**src/common/flash_rw_cfg.svh**
```systemverilog
`ifndef FLASH_RW_CFG_SVH
`define FLASH_RW_CFG_SVH

// ****************************************
// Register offsets
// ****************************************
`define REG_CTRL             8'h00
`define REG_SUSPEND          8'h04
`define REG_CMD              8'h08
`define REG_MODE             8'h0C

// ****************************************
// Field positions
// ****************************************
`define CTRL_READY_BIT       0
`define CTRL_REWRITE_EN_BIT  1
`define CTRL_BLK0_EN_BIT     2
`define CTRL_SECOND_SEL_BIT  3
`define CTRL_ABORT_FLAG_BIT  7
`define SUS_ERS_EN_BIT       0
`define SUS_ERS_REQ_BIT      1
`define SUS_PRG_EN_BIT       2
`define SUS_PRG_REQ_BIT      3
`define SUS_SUSPENDED_BIT    6
`define CMD_PROGRAM_BIT      0
`define CMD_ERASE_BIT        1
`define CMD_BLOCK0_BIT       2
`define MODE_SERIAL_BIT      0
`define MODE_VARIANT3_BIT    1
`define MODE_ID_OK_BIT       2
`define MODE_PAR_EN_BIT      3

// ****************************************
// Timing
// ****************************************
`define CLK_PERIOD_NS        10
`define PROG_TIME_US         50
`define ERASE_TIME_US        400000
`define SUSPEND_DELAY_US     97
`define SUSPEND_EXTRA_CLK    6
`define RESTART_DELAY_US     3
`define RESTART_EXTRA_CLK    4
`define RESTART_DELAY_CYC    ((`RESTART_DELAY_US * 1000) / `CLK_PERIOD_NS + `RESTART_EXTRA_CLK)
`define ABORT_DELAY_CYC      16

// ****************************************
// Identification
// ****************************************
`define ID_CODE_BYTES        7

`endif

```
**src/common/flash_rw_pkg.sv**
```systemverilog
package flash_rw_pkg;

  typedef enum logic [2:0] {
    IDLE_S        = 3'h0,
    BUSY_S        = 3'h1,
    SUSP_WAIT_S   = 3'h2,
    SUSPENDED_S   = 3'h3,
    RESUME_WAIT_S = 3'h4,
    ABORT_WAIT_S  = 3'h5
  } seq_state_e;

endpackage

```
**src/rtl/id_code_checker.sv**
```systemverilog
`timescale 1ns/1ps
`default_nettype none
`include "flash_rw_cfg.svh"

module id_code_checker (
  input  wire logic                          clock_in,
  input  wire logic                          rstn_in,
  input  wire logic                          byte_valid_in,
  input  wire logic [7:0]                    byte_in,
  input  wire logic [8*`ID_CODE_BYTES-1:0]   stored_codes_in,
  output var  logic                          match_out
);

  typedef struct packed {
    logic [3:0] idx;
    logic       mismatch;
    logic       match;
  } chk_s;

  chk_s q;
  chk_s d;

  // ****************************************
  // Byte-by-byte compare against stored codes
  // ****************************************
  always_comb begin
    d = q;
    if (byte_valid_in && q.idx < 4'(`ID_CODE_BYTES)) begin
      d.idx = q.idx + 4'h1;
      if (byte_in != stored_codes_in[8*q.idx +: 8]) begin
        d.mismatch = 1'b1;
      end
      if (q.idx == 4'(`ID_CODE_BYTES - 1)) begin
        d.match = ~d.mismatch;
      end
    end
  end

  always_ff @(posedge clock_in or negedge rstn_in) begin
    if (!rstn_in) begin
      q <= '0;
    end else begin
      q <= d;
    end
  end

  assign match_out = q.match;

endmodule
`default_nettype wire

```
**src/rtl/flash_rewrite_interrupt_suspend_ctrl.sv**
```systemverilog
`timescale 1ns/1ps
`default_nettype none
`include "flash_rw_cfg.svh"

module flash_rewrite_interrupt_suspend_ctrl #(
  parameter logic [31:0] PROG_CYC    = `PROG_TIME_US * 1000 / `CLK_PERIOD_NS,
  parameter logic [31:0] ERASE_CYC   = `ERASE_TIME_US * 1000 / `CLK_PERIOD_NS,
  parameter logic [31:0] SUSPEND_CYC = `SUSPEND_DELAY_US * 1000 / `CLK_PERIOD_NS
                                       + `SUSPEND_EXTRA_CLK
) (
  input  wire logic                         clock_in,
  input  wire logic                         rstn_in,
  input  wire logic [7:0]                   addr_in,
  input  wire logic [7:0]                   wdata_in,
  input  wire logic                         wr_in,
  input  wire logic                         rd_in,
  output var  logic [7:0]                   rdata_out,
  input  wire logic                         maskable_irq_req_in,
  input  wire logic                         vector_in_ram_in,
  input  wire logic                         abort_req_in,
  output var  logic                         irq_grant_out,
  output var  logic                         abort_grant_out,
  output var  logic                         flash_reset_out,
  output var  logic                         ready_out,
  input  wire logic                         mode_pin_in,
  output var  logic                         mode_pin_out,
  output var  logic                         mode_pin_oe_out,
  input  wire logic                         variant3_sel_in,
  input  wire logic                         rxd_in,
  output var  logic                         txd_out,
  input  wire logic                         serial_tx_bit_in,
  input  wire logic                         serial_tx_en_in,
  output var  logic                         serial_rx_bit_out,
  input  wire logic                         id_byte_valid_in,
  input  wire logic [7:0]                   id_byte_in,
  input  wire logic [8*`ID_CODE_BYTES-1:0]  id_stored_in,
  output var  logic                         serial_access_out,
  input  wire logic                         parallel_mode_in,
  input  wire logic                         rom_code_protect_in,
  output var  logic                         parallel_rd_out,
  output var  logic                         parallel_wr_out
);

  typedef struct packed {
    flash_rw_pkg::seq_state_e state;
    logic [31:0] cnt;
    logic [31:0] remain;
    logic        op_erase;
    logic        op_blk0;
    logic        ready;
    logic [2:0]  guard;
    logic [2:0]  arm;
    logic        abort_flag;
    logic        ers_sus_en;
    logic        ers_sus_req;
    logic        prg_sus_en;
    logic        prg_sus_req;
    logic        irq_grant;
    logic        abort_grant;
    logic        flash_reset;
    logic [7:0]  rdata;
    logic        strap_done;
    logic        serial_mode;
    logic        txd;
    logic        mode_o;
    logic        mode_oe;
    logic        rx_bit;
    logic        serial_access;
    logic        par_rd;
    logic        par_wr;
  } ctrl_s;

  ctrl_s q;
  ctrl_s d;

  logic       id_match;
  logic       wr_ctrl;
  logic       mode1;
  logic       mode2;
  logic       op_active;
  logic       kind_sus_en;
  logic       kind_sus_req;
  logic [2:0] guard_nxt;
  logic [2:0] arm_nxt;

  id_code_checker u_id_check (
    .clock_in        (clock_in),
    .rstn_in         (rstn_in),
    .byte_valid_in   (id_byte_valid_in & q.serial_mode),
    .byte_in         (id_byte_in),
    .stored_codes_in (id_stored_in),
    .match_out       (id_match)
  );

  assign wr_ctrl      = wr_in && (addr_in == `REG_CTRL);
  assign mode1        = q.guard[0] & ~q.guard[2];
  assign mode2        = q.guard[0] & q.guard[2];
  assign op_active    = (q.state != flash_rw_pkg::IDLE_S) && (q.state != flash_rw_pkg::ABORT_WAIT_S);
  assign kind_sus_en  = q.op_erase ? q.ers_sus_en : q.prg_sus_en;
  assign kind_sus_req = q.op_erase ? q.ers_sus_req : q.prg_sus_req;

  // ****************************************
  // Guarded enable bits
  // ****************************************
  genvar g;
  generate
    for (g = 0; g < 3; g++) begin : g_guard
      always_comb begin
        guard_nxt[g] = q.guard[g];
        arm_nxt[g]   = q.arm[g];
        if (wr_ctrl) begin
          // One only after a 0 write just before, or if already one
          guard_nxt[g] = wdata_in[`CTRL_REWRITE_EN_BIT + g] & (q.arm[g] | q.guard[g]);
          arm_nxt[g]   = ~wdata_in[`CTRL_REWRITE_EN_BIT + g];
        end else if (wr_in) begin
          arm_nxt[g] = 1'b0;
        end
        if (q.irq_grant || q.abort_grant) begin
          arm_nxt[g] = 1'b0;
        end
      end
    end
  endgenerate

  // ****************************************
  // Sequencer, suspend and interrupt gating
  // ****************************************
  always_comb begin
    d             = q;
    d.guard       = guard_nxt;
    d.arm         = arm_nxt;
    d.abort_grant = 1'b0;
    d.flash_reset = 1'b0;
    d.rdata       = 8'h00;
    if (wr_in && addr_in == `REG_CTRL && wdata_in[`CTRL_ABORT_FLAG_BIT]) begin
      d.abort_flag = 1'b0;
    end
    if (wr_in && addr_in == `REG_SUSPEND) begin
      d.ers_sus_en  = wdata_in[`SUS_ERS_EN_BIT];
      d.ers_sus_req = wdata_in[`SUS_ERS_REQ_BIT];
      d.prg_sus_en  = wdata_in[`SUS_PRG_EN_BIT];
      d.prg_sus_req = wdata_in[`SUS_PRG_REQ_BIT];
    end
    // Interrupt during operation in second mode raises the suspend request
    if (maskable_irq_req_in && q.state == flash_rw_pkg::BUSY_S && mode2) begin
      if (q.op_erase && q.ers_sus_en) begin
        d.ers_sus_req = 1'b1;
      end
      if (!q.op_erase && q.prg_sus_en) begin
        d.prg_sus_req = 1'b1;
      end
    end
    d.cnt = (q.cnt != 32'h0) ? q.cnt - 32'h1 : 32'h0;
    unique case (q.state)
      flash_rw_pkg::IDLE_S: begin
        if (wr_in && addr_in == `REG_CMD && q.guard[0] &&
            (wdata_in[`CMD_PROGRAM_BIT] || wdata_in[`CMD_ERASE_BIT]) &&
            (!wdata_in[`CMD_BLOCK0_BIT] || q.guard[1])) begin
          d.state    = flash_rw_pkg::BUSY_S;
          d.op_erase = wdata_in[`CMD_ERASE_BIT];
          d.op_blk0  = wdata_in[`CMD_BLOCK0_BIT];
          d.remain   = wdata_in[`CMD_ERASE_BIT] ? ERASE_CYC - 32'h1 : PROG_CYC - 32'h1;
          d.ready    = 1'b0;
        end
      end
      flash_rw_pkg::BUSY_S: begin
        d.remain = q.remain - 32'h1;
        if (q.remain == 32'h0) begin
          d.state = flash_rw_pkg::IDLE_S;
          d.ready = 1'b1;
        end else if (mode2 && kind_sus_en && (q.op_erase ? d.ers_sus_req : d.prg_sus_req)) begin
          d.remain = q.remain;
          d.state  = flash_rw_pkg::SUSP_WAIT_S;
          d.cnt    = SUSPEND_CYC - 32'h1;
        end
      end
      flash_rw_pkg::SUSP_WAIT_S: begin
        if (q.cnt == 32'h0) begin
          d.state = flash_rw_pkg::SUSPENDED_S;
        end
      end
      flash_rw_pkg::SUSPENDED_S: begin
        // Context held until software clears the request
        if (!kind_sus_req) begin
          d.state = flash_rw_pkg::RESUME_WAIT_S;
          d.cnt   = 32'(`RESTART_DELAY_CYC) - 32'h1;
        end
      end
      flash_rw_pkg::RESUME_WAIT_S: begin
        if (q.cnt == 32'h0) begin
          d.state = flash_rw_pkg::BUSY_S;
        end
      end
      flash_rw_pkg::ABORT_WAIT_S: begin
        if (q.cnt == 32'h0) begin
          d.state       = flash_rw_pkg::IDLE_S;
          d.abort_grant = 1'b1;
        end
      end
    endcase
    if (abort_req_in) begin
      if (op_active) begin
        d.state       = flash_rw_pkg::ABORT_WAIT_S;
        d.flash_reset = 1'b1;
        d.abort_flag  = 1'b1;
        d.ready       = 1'b1;
        d.ers_sus_req = 1'b0;
        d.prg_sus_req = 1'b0;
        d.cnt         = 32'(`ABORT_DELAY_CYC) - 32'h1;
      end else if (q.state == flash_rw_pkg::IDLE_S) begin
        d.abort_grant = 1'b1;
      end
    end
    // Maskable interrupts: free when idle or suspended, RAM vector in first mode
    d.irq_grant = maskable_irq_req_in &&
                  (q.state == flash_rw_pkg::IDLE_S ||
                   q.state == flash_rw_pkg::SUSPENDED_S ||
                   (op_active && mode1 && vector_in_ram_in));
    // Programmer link
    if (!q.strap_done) begin
      d.strap_done  = 1'b1;
      d.serial_mode = ~mode_pin_in;
    end
    d.txd     = 1'b1;
    d.mode_o  = 1'b0;
    d.mode_oe = 1'b0;
    d.rx_bit  = 1'b1;
    if (q.serial_mode && variant3_sel_in) begin
      d.mode_o  = serial_tx_bit_in;
      d.mode_oe = serial_tx_en_in;
      d.rx_bit  = mode_pin_in;
    end else if (q.serial_mode) begin
      d.txd    = serial_tx_bit_in;
      d.rx_bit = rxd_in;
    end
    d.serial_access = q.serial_mode & id_match;
    d.par_rd        = parallel_mode_in & ~rom_code_protect_in;
    d.par_wr        = parallel_mode_in & ~rom_code_protect_in;
    if (rd_in) begin
      unique case (addr_in)
        `REG_CTRL:    d.rdata = {q.abort_flag, 3'h0, q.guard, q.ready};
        `REG_SUSPEND: d.rdata = {1'b0, q.state == flash_rw_pkg::SUSPENDED_S, 2'h0,
                                 q.prg_sus_req, q.prg_sus_en, q.ers_sus_req, q.ers_sus_en};
        `REG_CMD:     d.rdata = {5'h00, q.op_blk0, q.op_erase, ~q.op_erase};
        `REG_MODE:    d.rdata = {4'h0, q.par_rd, id_match, variant3_sel_in, q.serial_mode};
        default:      d.rdata = 8'h00;
      endcase
    end
  end

  always_ff @(posedge clock_in or negedge rstn_in) begin
    if (!rstn_in) begin
      q       <= '0;
      q.ready <= 1'b1;
      q.txd   <= 1'b1;
      q.rx_bit <= 1'b1;
    end else begin
      q <= d;
    end
  end

  assign rdata_out         = q.rdata;
  assign irq_grant_out     = q.irq_grant;
  assign abort_grant_out   = q.abort_grant;
  assign flash_reset_out   = q.flash_reset;
  assign ready_out         = q.ready;
  assign mode_pin_out      = q.mode_o;
  assign mode_pin_oe_out   = q.mode_oe;
  assign txd_out           = q.txd;
  assign serial_rx_bit_out = q.rx_bit;
  assign serial_access_out = q.serial_access;
  assign parallel_rd_out   = q.par_rd;
  assign parallel_wr_out   = q.par_wr;

  // ****************************************
  // Assertions
  // ****************************************
  localparam int ABORT_DLY = `ABORT_DELAY_CYC;
endmodule
`default_nettype wire

```
**config.mk**
```make
export PLATFORM = sky130hd
export DESIGN_NAME = flash_rewrite_interrupt_suspend_ctrl
export DESIGN_NICKNAME = d
export VERILOG_FILES = /design/src/common/flash_rw_pkg.sv /design/src/rtl/id_code_checker.sv /design/src/rtl/flash_rewrite_interrupt_suspend_ctrl.sv
export VERILOG_INCLUDE_DIRS = /design/src /design/src/common
export SDC_FILE = /design/constraint.sdc
export NUM_CORES = 1
export LEC_CHECK = 0
export BUFFER_PORTS_ARGS = -buffer_cell sky130_fd_sc_hd__buf_2
export CORE_MARGIN = 2
export CORE_UTILIZATION = 40
export DETAILED_ROUTE_END_ITERATION = 8
export GPL_ROUTABILITY_DRIVEN = 0
export GPL_TIMING_DRIVEN = 0
export HOLD_SLACK_MARGIN = 0.06
export MAX_ROUTING_LAYER = met4
export PLACE_DENSITY = 0.71
export SLEW_MARGIN = 20
export SYNTH_ARGS = -nofsm -noshare
export SYNTH_HDL_FRONTEND = slang
export SYNTH_HIERARCHICAL = 1
export SYNTH_SLANG_ARGS = --single-unit
```
**constraint.sdc**
```tcl
create_clock -name clock_in -period 2.61 [get_ports clock_in]
set_input_delay 0.1305 -clock clock_in [delete_from_list [all_inputs] [get_ports clock_in]]
set_output_delay 0.1305 -clock clock_in [all_outputs]
set_load 0.02 [all_outputs]
```
==> results of run 1 <==
-- power by group --
| part | switching (mW) | total, mW | internal [mW] |
|---|---|---|---|
| combinational | 2.02 | 3.59 | 1.57 |
| sequential | 0.411 | 2.39 | 1.98 |
| clock | 0.667 | 1.55 | 0.883 |
| total | 3.10 | 7.53 | 4.43 |
-- area by class of cell --
type | instances | area (µm²) | area share (%)
clock buffer | 10 | 239 | 2.75
tap | 216 | 270 | 3.11
clock inverter | 6 | 97.6 | 1.12
sequential | 104 | 2610 | 30.0
multi-input combinational | 541 | 4020 | 46.2
timing repair buffer | 161 | 1060 | 12.2
inverter | 26 | 97.6 | 1.12
buffer | 43 | 312 | 3.58
-- worst max-delay path by stage --
stage,to
final,q[41]
after global routing,q[38]
after CTS,q[50]
after detailed placement,q[62]
after global placement,q[62]
after floorplan,q[50]
-- routing by layer --
layer | global-route usage [%] | vias to the layer above
met1 | 26.3 | 3059
met4 | 7.13 | 0
met5 | - | -
met2 | 36.1 | 293
li1 | - | 2977
met3 | 4.84 | 45
-- cell usage after synthesis (8+ instances only) --
master / instances
sky130_fd_sc_hd__a211oi_1: 8
sky130_fd_sc_hd__a21oi_1: 35
sky130_fd_sc_hd__a31oi_1: 12
sky130_fd_sc_hd__and3_1: 9
sky130_fd_sc_hd__buf_2: 11
sky130_fd_sc_hd__buf_4: 11
sky130_fd_sc_hd__clkbuf_1: 16
sky130_fd_sc_hd__dfrtp_1: 101
sky130_fd_sc_hd__inv_1: 26
sky130_fd_sc_hd__mux2i_1: 23
sky130_fd_sc_hd__nand2_1: 61
sky130_fd_sc_hd__nand2b_1: 12
sky130_fd_sc_hd__nand3_1: 12
sky130_fd_sc_hd__nor2_1: 88
sky130_fd_sc_hd__nor3_1: 25
sky130_fd_sc_hd__nor4_1: 19
sky130_fd_sc_hd__o211ai_1: 8
sky130_fd_sc_hd__o21ai_0: 20
sky130_fd_sc_hd__o31ai_1: 12
sky130_fd_sc_hd__or3_1: 13
sky130_fd_sc_hd__or4_1: 15
sky130_fd_sc_hd__xnor2_1: 16
sky130_fd_sc_hd__xor2_1: 14
-- metrics by stage --
stage | setup TNS [ns] | instances | power [mW]
2_1_floorplan | -0.00972 | 717 | 4.40
3_3_place_gp | -22.48 | 1041 | 5.10
3_5_place_dp | -15.98 | 1042 | 5.14
4_1_cts | -3.81 | 1093 | 7.15
5_1_grt | -8.31 | 1107 | 7.97
6_report | -4.60 | 1107 | 7.53
-- cells in the final DEF, fill, tap and decap left out, types with 7 or more instances in the layout --
master,n
sky130_fd_sc_hd__nand4b_1,7
sky130_fd_sc_hd__clkbuf_1,12
sky130_fd_sc_hd__a21oi_2,9
sky130_fd_sc_hd__buf_4,38
sky130_fd_sc_hd__nand2_1,58
sky130_fd_sc_hd__a21oi_1,26
sky130_fd_sc_hd__buf_6,12
sky130_fd_sc_hd__and3_1,8
sky130_fd_sc_hd__o211ai_1,8
sky130_fd_sc_hd__xor2_1,14
sky130_fd_sc_hd__xnor2_1,16
sky130_fd_sc_hd__o21ai_1,8
sky130_fd_sc_hd__nand2b_1,12
sky130_fd_sc_hd__nor2_1,69
sky130_fd_sc_hd__nand3_1,8
sky130_fd_sc_hd__mux2i_1,23
sky130_fd_sc_hd__nor4_1,13
sky130_fd_sc_hd__nor3_1,21
sky130_fd_sc_hd__clkbuf_16,9
sky130_fd_sc_hd__o31ai_1,10
sky130_fd_sc_hd__dlygate4sd3_1,13
sky130_fd_sc_hd__or3_1,9
sky130_fd_sc_hd__a31oi_1,11
sky130_fd_sc_hd__and2_1,7
sky130_fd_sc_hd__or4_1,9
sky130_fd_sc_hd__or4_4,8
sky130_fd_sc_hd__nor2_4,16
sky130_fd_sc_hd__dfrtp_1,101
sky130_fd_sc_hd__inv_1,26
sky130_fd_sc_hd__o21ai_0,14
sky130_fd_sc_hd__buf_2,116
-- registers in the layout, indices dropped and copies added (netlist names) --
| signal | cells |
|---|---|
| flash_reset_out | 1 |
| q | 82 |
| mode_pin_out | 1 |
| txd_out | 1 |
| ready_out | 1 |
| parallel_wr_out | 1 |
| serial_rx_bit_out | 1 |
| rdata_out | 6 |
| abort_grant_out | 1 |
| irq_grant_out | 1 |
| mode_pin_oe_out | 1 |
| u_id_check/match_out | 1 |
| u_id_check/q | 5 |
| serial_access_out | 1 |
-- kinds of logic after synthesis --
| logic type | count (synthesis) |
|---|---|
| AOI/OAI and AO/OA | 157 |
| buffers and inverters | 72 |
| muxes | 32 |
| and+or+nand+nor | 313 |
| xor gates and xnor gates | 30 |
| DFF | 104 |
| other | 2 |
| adders and majority gates | 6 |
-- repair_timing --
action | 4_1_cts | 5_1_grt
cloned | 5 | 0
endpoints found under the hold margin | 54 | 0
hold buffers | 13 | 0
endpoints found under the setup margin | 67 | 66
resized for setup | 65 | 64
pin swaps | 38 | 17
buffers inserted | 18 | 17
-- critical path, delay by kind of cell (launching register included) --
kind / cells / cell delay [ns]
compound gates: 2 / 0.40
buf+inv: 2 / 0.39
flops: 1 / 0.42
simple gates: 4 / 1.43
==> results.txt, run 1 <==
----------------------------------------------------
[Logic synthesis]
  Mux cell area share after synthesis ... 5.99%
  Cells taking the most area after synthesis ... sky130_fd_sc_hd__dfrtp_1 39%, sky130_fd_sc_hd__nor2_1 5.1%, sky130_fd_sc_hd__mux2i_1 3.5%
  Flip-flop cell with the highest count after synthesis ... sky130_fd_sc_hd__dfrtp_1
  Simple logic cell fraction of the synthesized area ... 25.9%
  Yosys warns ... 6
  Average size of a mapped cell ... 9.13 µm²
  Total standard cell area after synthesis ... 0.00654 mm²
  Cells after Synth ... 716
  Compound-cell area share of the yosys netlist ... 17.0%
  Share of flip-flops with an asynchronous set or reset ... 100%
  Adder-cell area share of the yosys netlist ... 1.15%
  Xor-xnor portion of the synthesized cell area ... 4.02%
  Number of flops mapped to enable cells by yosys ... 0
  Combinational family with the most area after synthesis ... simple AND/OR/NAND/NOR gates
  Post-synthesis sequential area ratio ... 39.9%
  Number of synthesized register bits ... 104
  Area share of the leading cell type in the synthesized netlist ... 38.7%
  Count of different cell masters after synthesis ... 79
  Most area-hungry cell type in the Yosys netlist ... sky130_fd_sc_hd__dfrtp_1

[Die]
  Effective utilization at floorplan ... 41.0%
  Full die area ... 0.0174 mm²
  Width of the die ... 132 µm
  Die height ... 132 µm
  # IOs ... 114
  Total core area ... 0.0159 mm²
  Row count ... 46

[Critical path]
  Biggest fanout along the worst timing path ... 5
  Data required time at the worst endpoint ... 2.86 ns
  Slowest library cell on the worst path ... sky130_fd_sc_hd__or4_4
  Kind of end point of the critical path ... flop
  Crit path launch type ... flop
  Launch instance of the worst register-to-register path ... q[57]
  Data arrival time of the critical path ... 3.01 ns
  Stage delay of the slowest cell on the critical path ... 0.59 ns
  Cell-by-cell trace of the critical path ... nor4_1 -> nand4b_1 -> buf_4 -> or4_4 -> a31oi_4 -> buf_6 -> nand3_2 -> o211a_1
  End of the worst register-to-register path ... q[41]
  Worst setup path startpoint ... q[57]
  Logic depth of the worst register-to-register path ... 8
  Crit path kind ... reg -> reg
  Setup slack of the worst register-to-register path ... -0.15 ns

[CTS]
  Inserted Clock Buffers ... 9
  Max H-tree Level ... 3
  Maximum clock insertion buffer count ... 2
  Clock tree from TritonCTS ... built
  Number of clock sinks ... 104
  Clock latency on the worst-skew pair ... 0.37 ns
  Clock transition at the registers of the reported paths ... 0.07 ns
  Clock tree root buffer cell ... sky130_fd_sc_hd__clkbuf_16

[Flow run]
  Reported max-cap violation count ... 0

[Drt]
  Antenna viol nets, final ... 0
  Routed met2 length ... 9.25 mm
  Met3 wire length ... 1.36 mm
  Number of vias per cell ... 5.76
  Starting DRC count in detailed routing ... 537
  Iteration count of the initial detailed-routing pass ... 6
  Number of design rule violations left after detail routing ... 0
  Routed length per instance ... 17.1 µm
  Wl on met1 ... 7.87 mm
  Detailed Route WL ... 18.9 mm
  DR vias ... 6374
  Top layer in use ... met4

[Global routing]
  GRT Util Overall ... 21.7%
  Initial antenna violation count ... 0
  Congestion Overflow GR ... 0
  Largest net degree at the start of global routing ... 62
  Number of global-route vias before repair ... 6019
  Wire length of the first global-routing pass ... 29.9 mm

[Worst hold path]
  Hold Path Depth ... 2
  Startpoint of the tightest hold check path ... variant3_sel_in
  Min-Delay Path Class ... in -> reg
  End of the worst hold path ... txd_out

[Final layout]
  Synth-to-layout area growth ... 33.0%
  Layout Utilization ... 54.6%
  Fraction of layout instances using a drive strength above 1 ... 33.0%
  Ant diodes ... 0
  Post-layout instance area ... 0.00870 mm²
  Fill cell count ... 1390
  Net count, final ... 987

[Placement]
  Buffers on Ports ... 108
  Dpl hpwl ... 12.8 mm
  Area post-placement ... 0.00739 mm²
  Pre-CTS setup slack ... -0.487 ns

[Power and ir drop]
  Total leakage power ... 3.80 nW
  Largest vdd supply drop ... 558 µV
  Power Dens Cells ... 866 mW/mm²

[STA]
  F_max ... 363 MHz
  Clock Skews ... 0.00933 ns
  Slew @ Worst Pin ... 0.841 ns
  Rel. slew slack ... 43.5%
  Setup repair after global routing missed its margin ... yes
  Slew Limit Fails ... 0
  Period utilisation layout ... 106%
  Final hold viol count ... 0
  Setup violations, final ... 55
  Worst path setup slack after routing ... -0.148 ns
  Hold Worst Slack ... 0.0896 ns
  Final period demand of the worst path ... 2.76 ns

[Status]
  Violations in the final reports ... setup timing
  Result of the run ... complete, but fails checks

----------------------------------------------------
No activity file was read; power rests on OpenSTA's default activity.
==> run 2: changes to the inputs <==
--- a/config.mk
+++ b/config.mk
@@ -11,10 +11,11 @@
 export CORE_UTILIZATION = 40
 export DETAILED_ROUTE_END_ITERATION = 8
 export GPL_ROUTABILITY_DRIVEN = 0
-export GPL_TIMING_DRIVEN = 0
+export GPL_TIMING_DRIVEN = 1
 export HOLD_SLACK_MARGIN = 0.06
 export MAX_ROUTING_LAYER = met4
 export PLACE_DENSITY = 0.71
+export SKIP_CTS_REPAIR_TIMING = 1
 export SLEW_MARGIN = 20
 export SYNTH_ARGS = -nofsm -noshare
 export SYNTH_HDL_FRONTEND = slang
==> run 2 against run 1 <==
The run still ends with setup timing left. Clock skew is essentially flat. Via count down 2.3%. Register-to-register slack better by 0.02 ns. Maximum frequency is 0.55% higher. Non-clock buffer count unchanged. First-iteration DRC count down 22%. Count of clock-buffer cells in the layout down 1.
==> results.txt, run 2 (synthesized netlist as in run 1, its figures left out) <==
----------------------------------------------------
[Placement]
  Dpl hpwl ... 12.7 mm (-0.30%)
  Placed cells ... 1068 (+2.5%)
  Area post-placement ... 0.00768 mm² (+3.9%)
  Buffers on Ports ... 108 (unchanged)

[Drt]
  Wl on met1 ... 7.93 mm (+0.85%)
  Routed length per instance ... 16.2 µm (-5.4%)
  DR vias ... 6229 (-2.3%)
  Antenna viol nets, final ... 0 (unchanged)
  Number of vias per cell ... 5.62 (-2.5%)
  Starting DRC count in detailed routing ... 419 (-22%)
  Top layer in use ... met4
  Iteration count of the initial detailed-routing pass ... 5 (-1)
  Routed met2 length ... 8.65 mm (-6.5%)
  Detailed Route WL ... 17.9 mm (-5.2%)
  Number of design rule violations left after detail routing ... 0 (unchanged)
  Met3 wire length ... 936 µm (-31%)

[Final layout]
  Most frequent standard cell in the layout excluding fill and tap cells ... sky130_fd_sc_hd__buf_2
  Ant diodes ... 0 (unchanged)
  Net count, final ... 990 (+0.30%)
  Flip-flop count of the largest register, all copies and words added ... 82 (unchanged)
  Post-layout instance count excluding filler cells ... 1109 (+0.18%)
  Fraction of layout instances using a drive strength above 1 ... 30.1% (-2.9 points)
  Top reg by flops ... q
  Post-layout instance area ... 0.00843 mm² (-3.1%)
  Synth-to-layout area growth ... 28.9%
  Highest-count cells in the layout ignoring fill and taps ... 107 x sky130_fd_sc_hd__buf_2, 101 x sky130_fd_sc_hd__dfrtp_1, 85 x sky130_fd_sc_hd__nor2_1

[Die]
  Die height ... 132 µm (unchanged)
  Width of the die ... 132 µm (unchanged)
  Full die area ... 0.0174 mm² (unchanged)
  Row count ... 46 (unchanged)
  Effective utilization at floorplan ... 41.0% (unchanged)
  # IOs ... 114 (unchanged)
  Total core area ... 0.0159 mm² (unchanged)

[Power and ir drop]
  Internal power component ... 4.36 mW (-1.6%)
  Power Dens Cells ... 848 mW/mm² (-2.1%)
  Gate power share ... 46.0% (-1.6 points)
  Switching pwr ... 2.79 mW (-10%)
  Switching share of power ... 39.0% (-2.1 points)
  Part of the power in registers ... 33.2% (+1.4 points)
  Largest vdd supply drop ... 501 µV (-10%)
  Total leakage power ... 3.82 nW (+0.53%)
  Share of power burned in the clock network ... 20.8% (+0.2 points)

[STA]
  Setup repair after global routing missed its margin ... yes
  Final period demand of the worst path ... 2.74 ns (-0.0151 ns)
  Period utilisation layout ... 105% (-0.58 points)
  Setup violations, final ... 24 (-56%)
  Final hold viol count ... 0 (unchanged)
  Clock Skews ... 0.00905 ns (-0.000276 ns)
  F_max ... 365 MHz (+0.55%)
  Worst path setup slack after routing ... -0.133 ns (+0.0151 ns)
  Slew @ Worst Pin ... 0.917 ns (+0.0759 ns)
  Slew Limit Fails ... 0 (unchanged)
  Rel. slew slack ... 38.6% (-5.0 points)

[Global routing]
  GRT Util Overall ... 20.5% (-1.2 points)
  Wire length of the first global-routing pass ... 28.5 mm (-4.6%)
  Number of global-route vias before repair ... 5936 (-1.4%)
  Largest net degree at the start of global routing ... 62 (unchanged)
  Initial antenna violation count ... 0 (unchanged)
  Congestion Overflow GR ... 0 (unchanged)

[Critical path]
  Crit path launch type ... flop
  Crit path kind ... reg -> reg
  Data required time at the worst endpoint ... 2.86 ns (about the same)
  Biggest fanout along the worst timing path ... 11 (+6)
  Kind of end point of the critical path ... flop
  Data arrival time of the critical path ... 2.99 ns (-0.02 ns)

[Worst hold path]
  Min-Delay Path Class ... in -> reg

[CTS]
  Max H-tree Level ... 3 (unchanged)
  Maximum clock insertion buffer count ... 2 (unchanged)
  Clock transition at the registers of the reported paths ... 0.07 ns (about the same)
  Clock tree from TritonCTS ... built
  Inserted Clock Buffers ... 9 (unchanged)
  Clock tree root buffer cell ... sky130_fd_sc_hd__clkbuf_16
  Number of clock sinks ... 104 (unchanged)
  Clock latency on the worst-skew pair ... 0.37 ns (about the same)

[Flow run]
  Reported max-cap violation count ... 0 (unchanged)

[Status]
  Violations in the final reports ... setup timing
  Result of the run ... complete, but fails checks

----------------------------------------------------
[run 2: area by class of cell]
type                    count  area [µm²]
fillers                  1449        7510
multi-input cells         544        3770
flip-flops and latches    104        2610
repair buffers            204        1370
well taps                 216         270
clock buffers               9         225
inverters                  26        97.6
clock inverters             6        92.6
[run 2: final timing paths]
check                       startpoint   endpoint  slack (ns)  cells past startpoint
max reg2reg                      q[62]      q[59]       -0.13                      7
min reg2reg                       q[8]       q[7]        0.45                      1
min                        wdata_in[7]      q[24]        0.04                      4
max in group asynchronous      rstn_in  ready_out        1.73                      3
max                              q[62]      q[59]       -0.13                      7
min in group asynchronous      rstn_in      q[87]        0.21                      2
[run 2: per-stage QoR]
step	worst slack [ns]	total power, mW	utilization, %	TNS (ns)	hold slack [ns]
final	-0.133	7.15	52.9	-2.05	0.0385
after global routing	-0.184	7.63	52.9	-4.55	0.0742
after CTS	-0.152	6.99	50.2	-2.54	-0.320
after detailed placement	-0.135	5.49	48.2	-1.71	0.0636
after global placement	-0.103	5.42	48.2	-0.901	0.0662
after floorplan	-0.00972	4.40	-	-0.00972	-0.165
[run 2: power groups by stage]
stage / sequential, mW / combinational, mW / clock (mW)
6_report: 2.38 / 3.29 / 1.48
3_3_place_gp: 2.37 / 3.05 / 0
4_1_cts: 2.36 / 3.12 / 1.51
5_1_grt: 2.43 / 3.63 / 1.57
2_1_floorplan: 2.30 / 2.10 / 0
3_5_place_dp: 2.38 / 3.11 / 0
[run 2: per-layer routing]
| metal | vias to the layer above | global-route usage (%) |
|---|---|---|
| li1 | 2981 | - |
| met2 | 215 | 33.9 |
| met1 | 3001 | 25.3 |
| met4 | 0 | 8.39 |
| met3 | 32 | 2.88 |
| met5 | - | - |
[run 2: worst max-delay path, stage by stage, from the launching register on]
cell	delay [ns]
sky130_fd_sc_hd__dfrtp_1	0.38
sky130_fd_sc_hd__or4_4	0.54
sky130_fd_sc_hd__or3_4	0.42
sky130_fd_sc_hd__or4_4	0.63
sky130_fd_sc_hd__buf_4	0.20
sky130_fd_sc_hd__nand3_4	0.18
sky130_fd_sc_hd__and4_1	0.24
sky130_fd_sc_hd__nor4_2	0.04
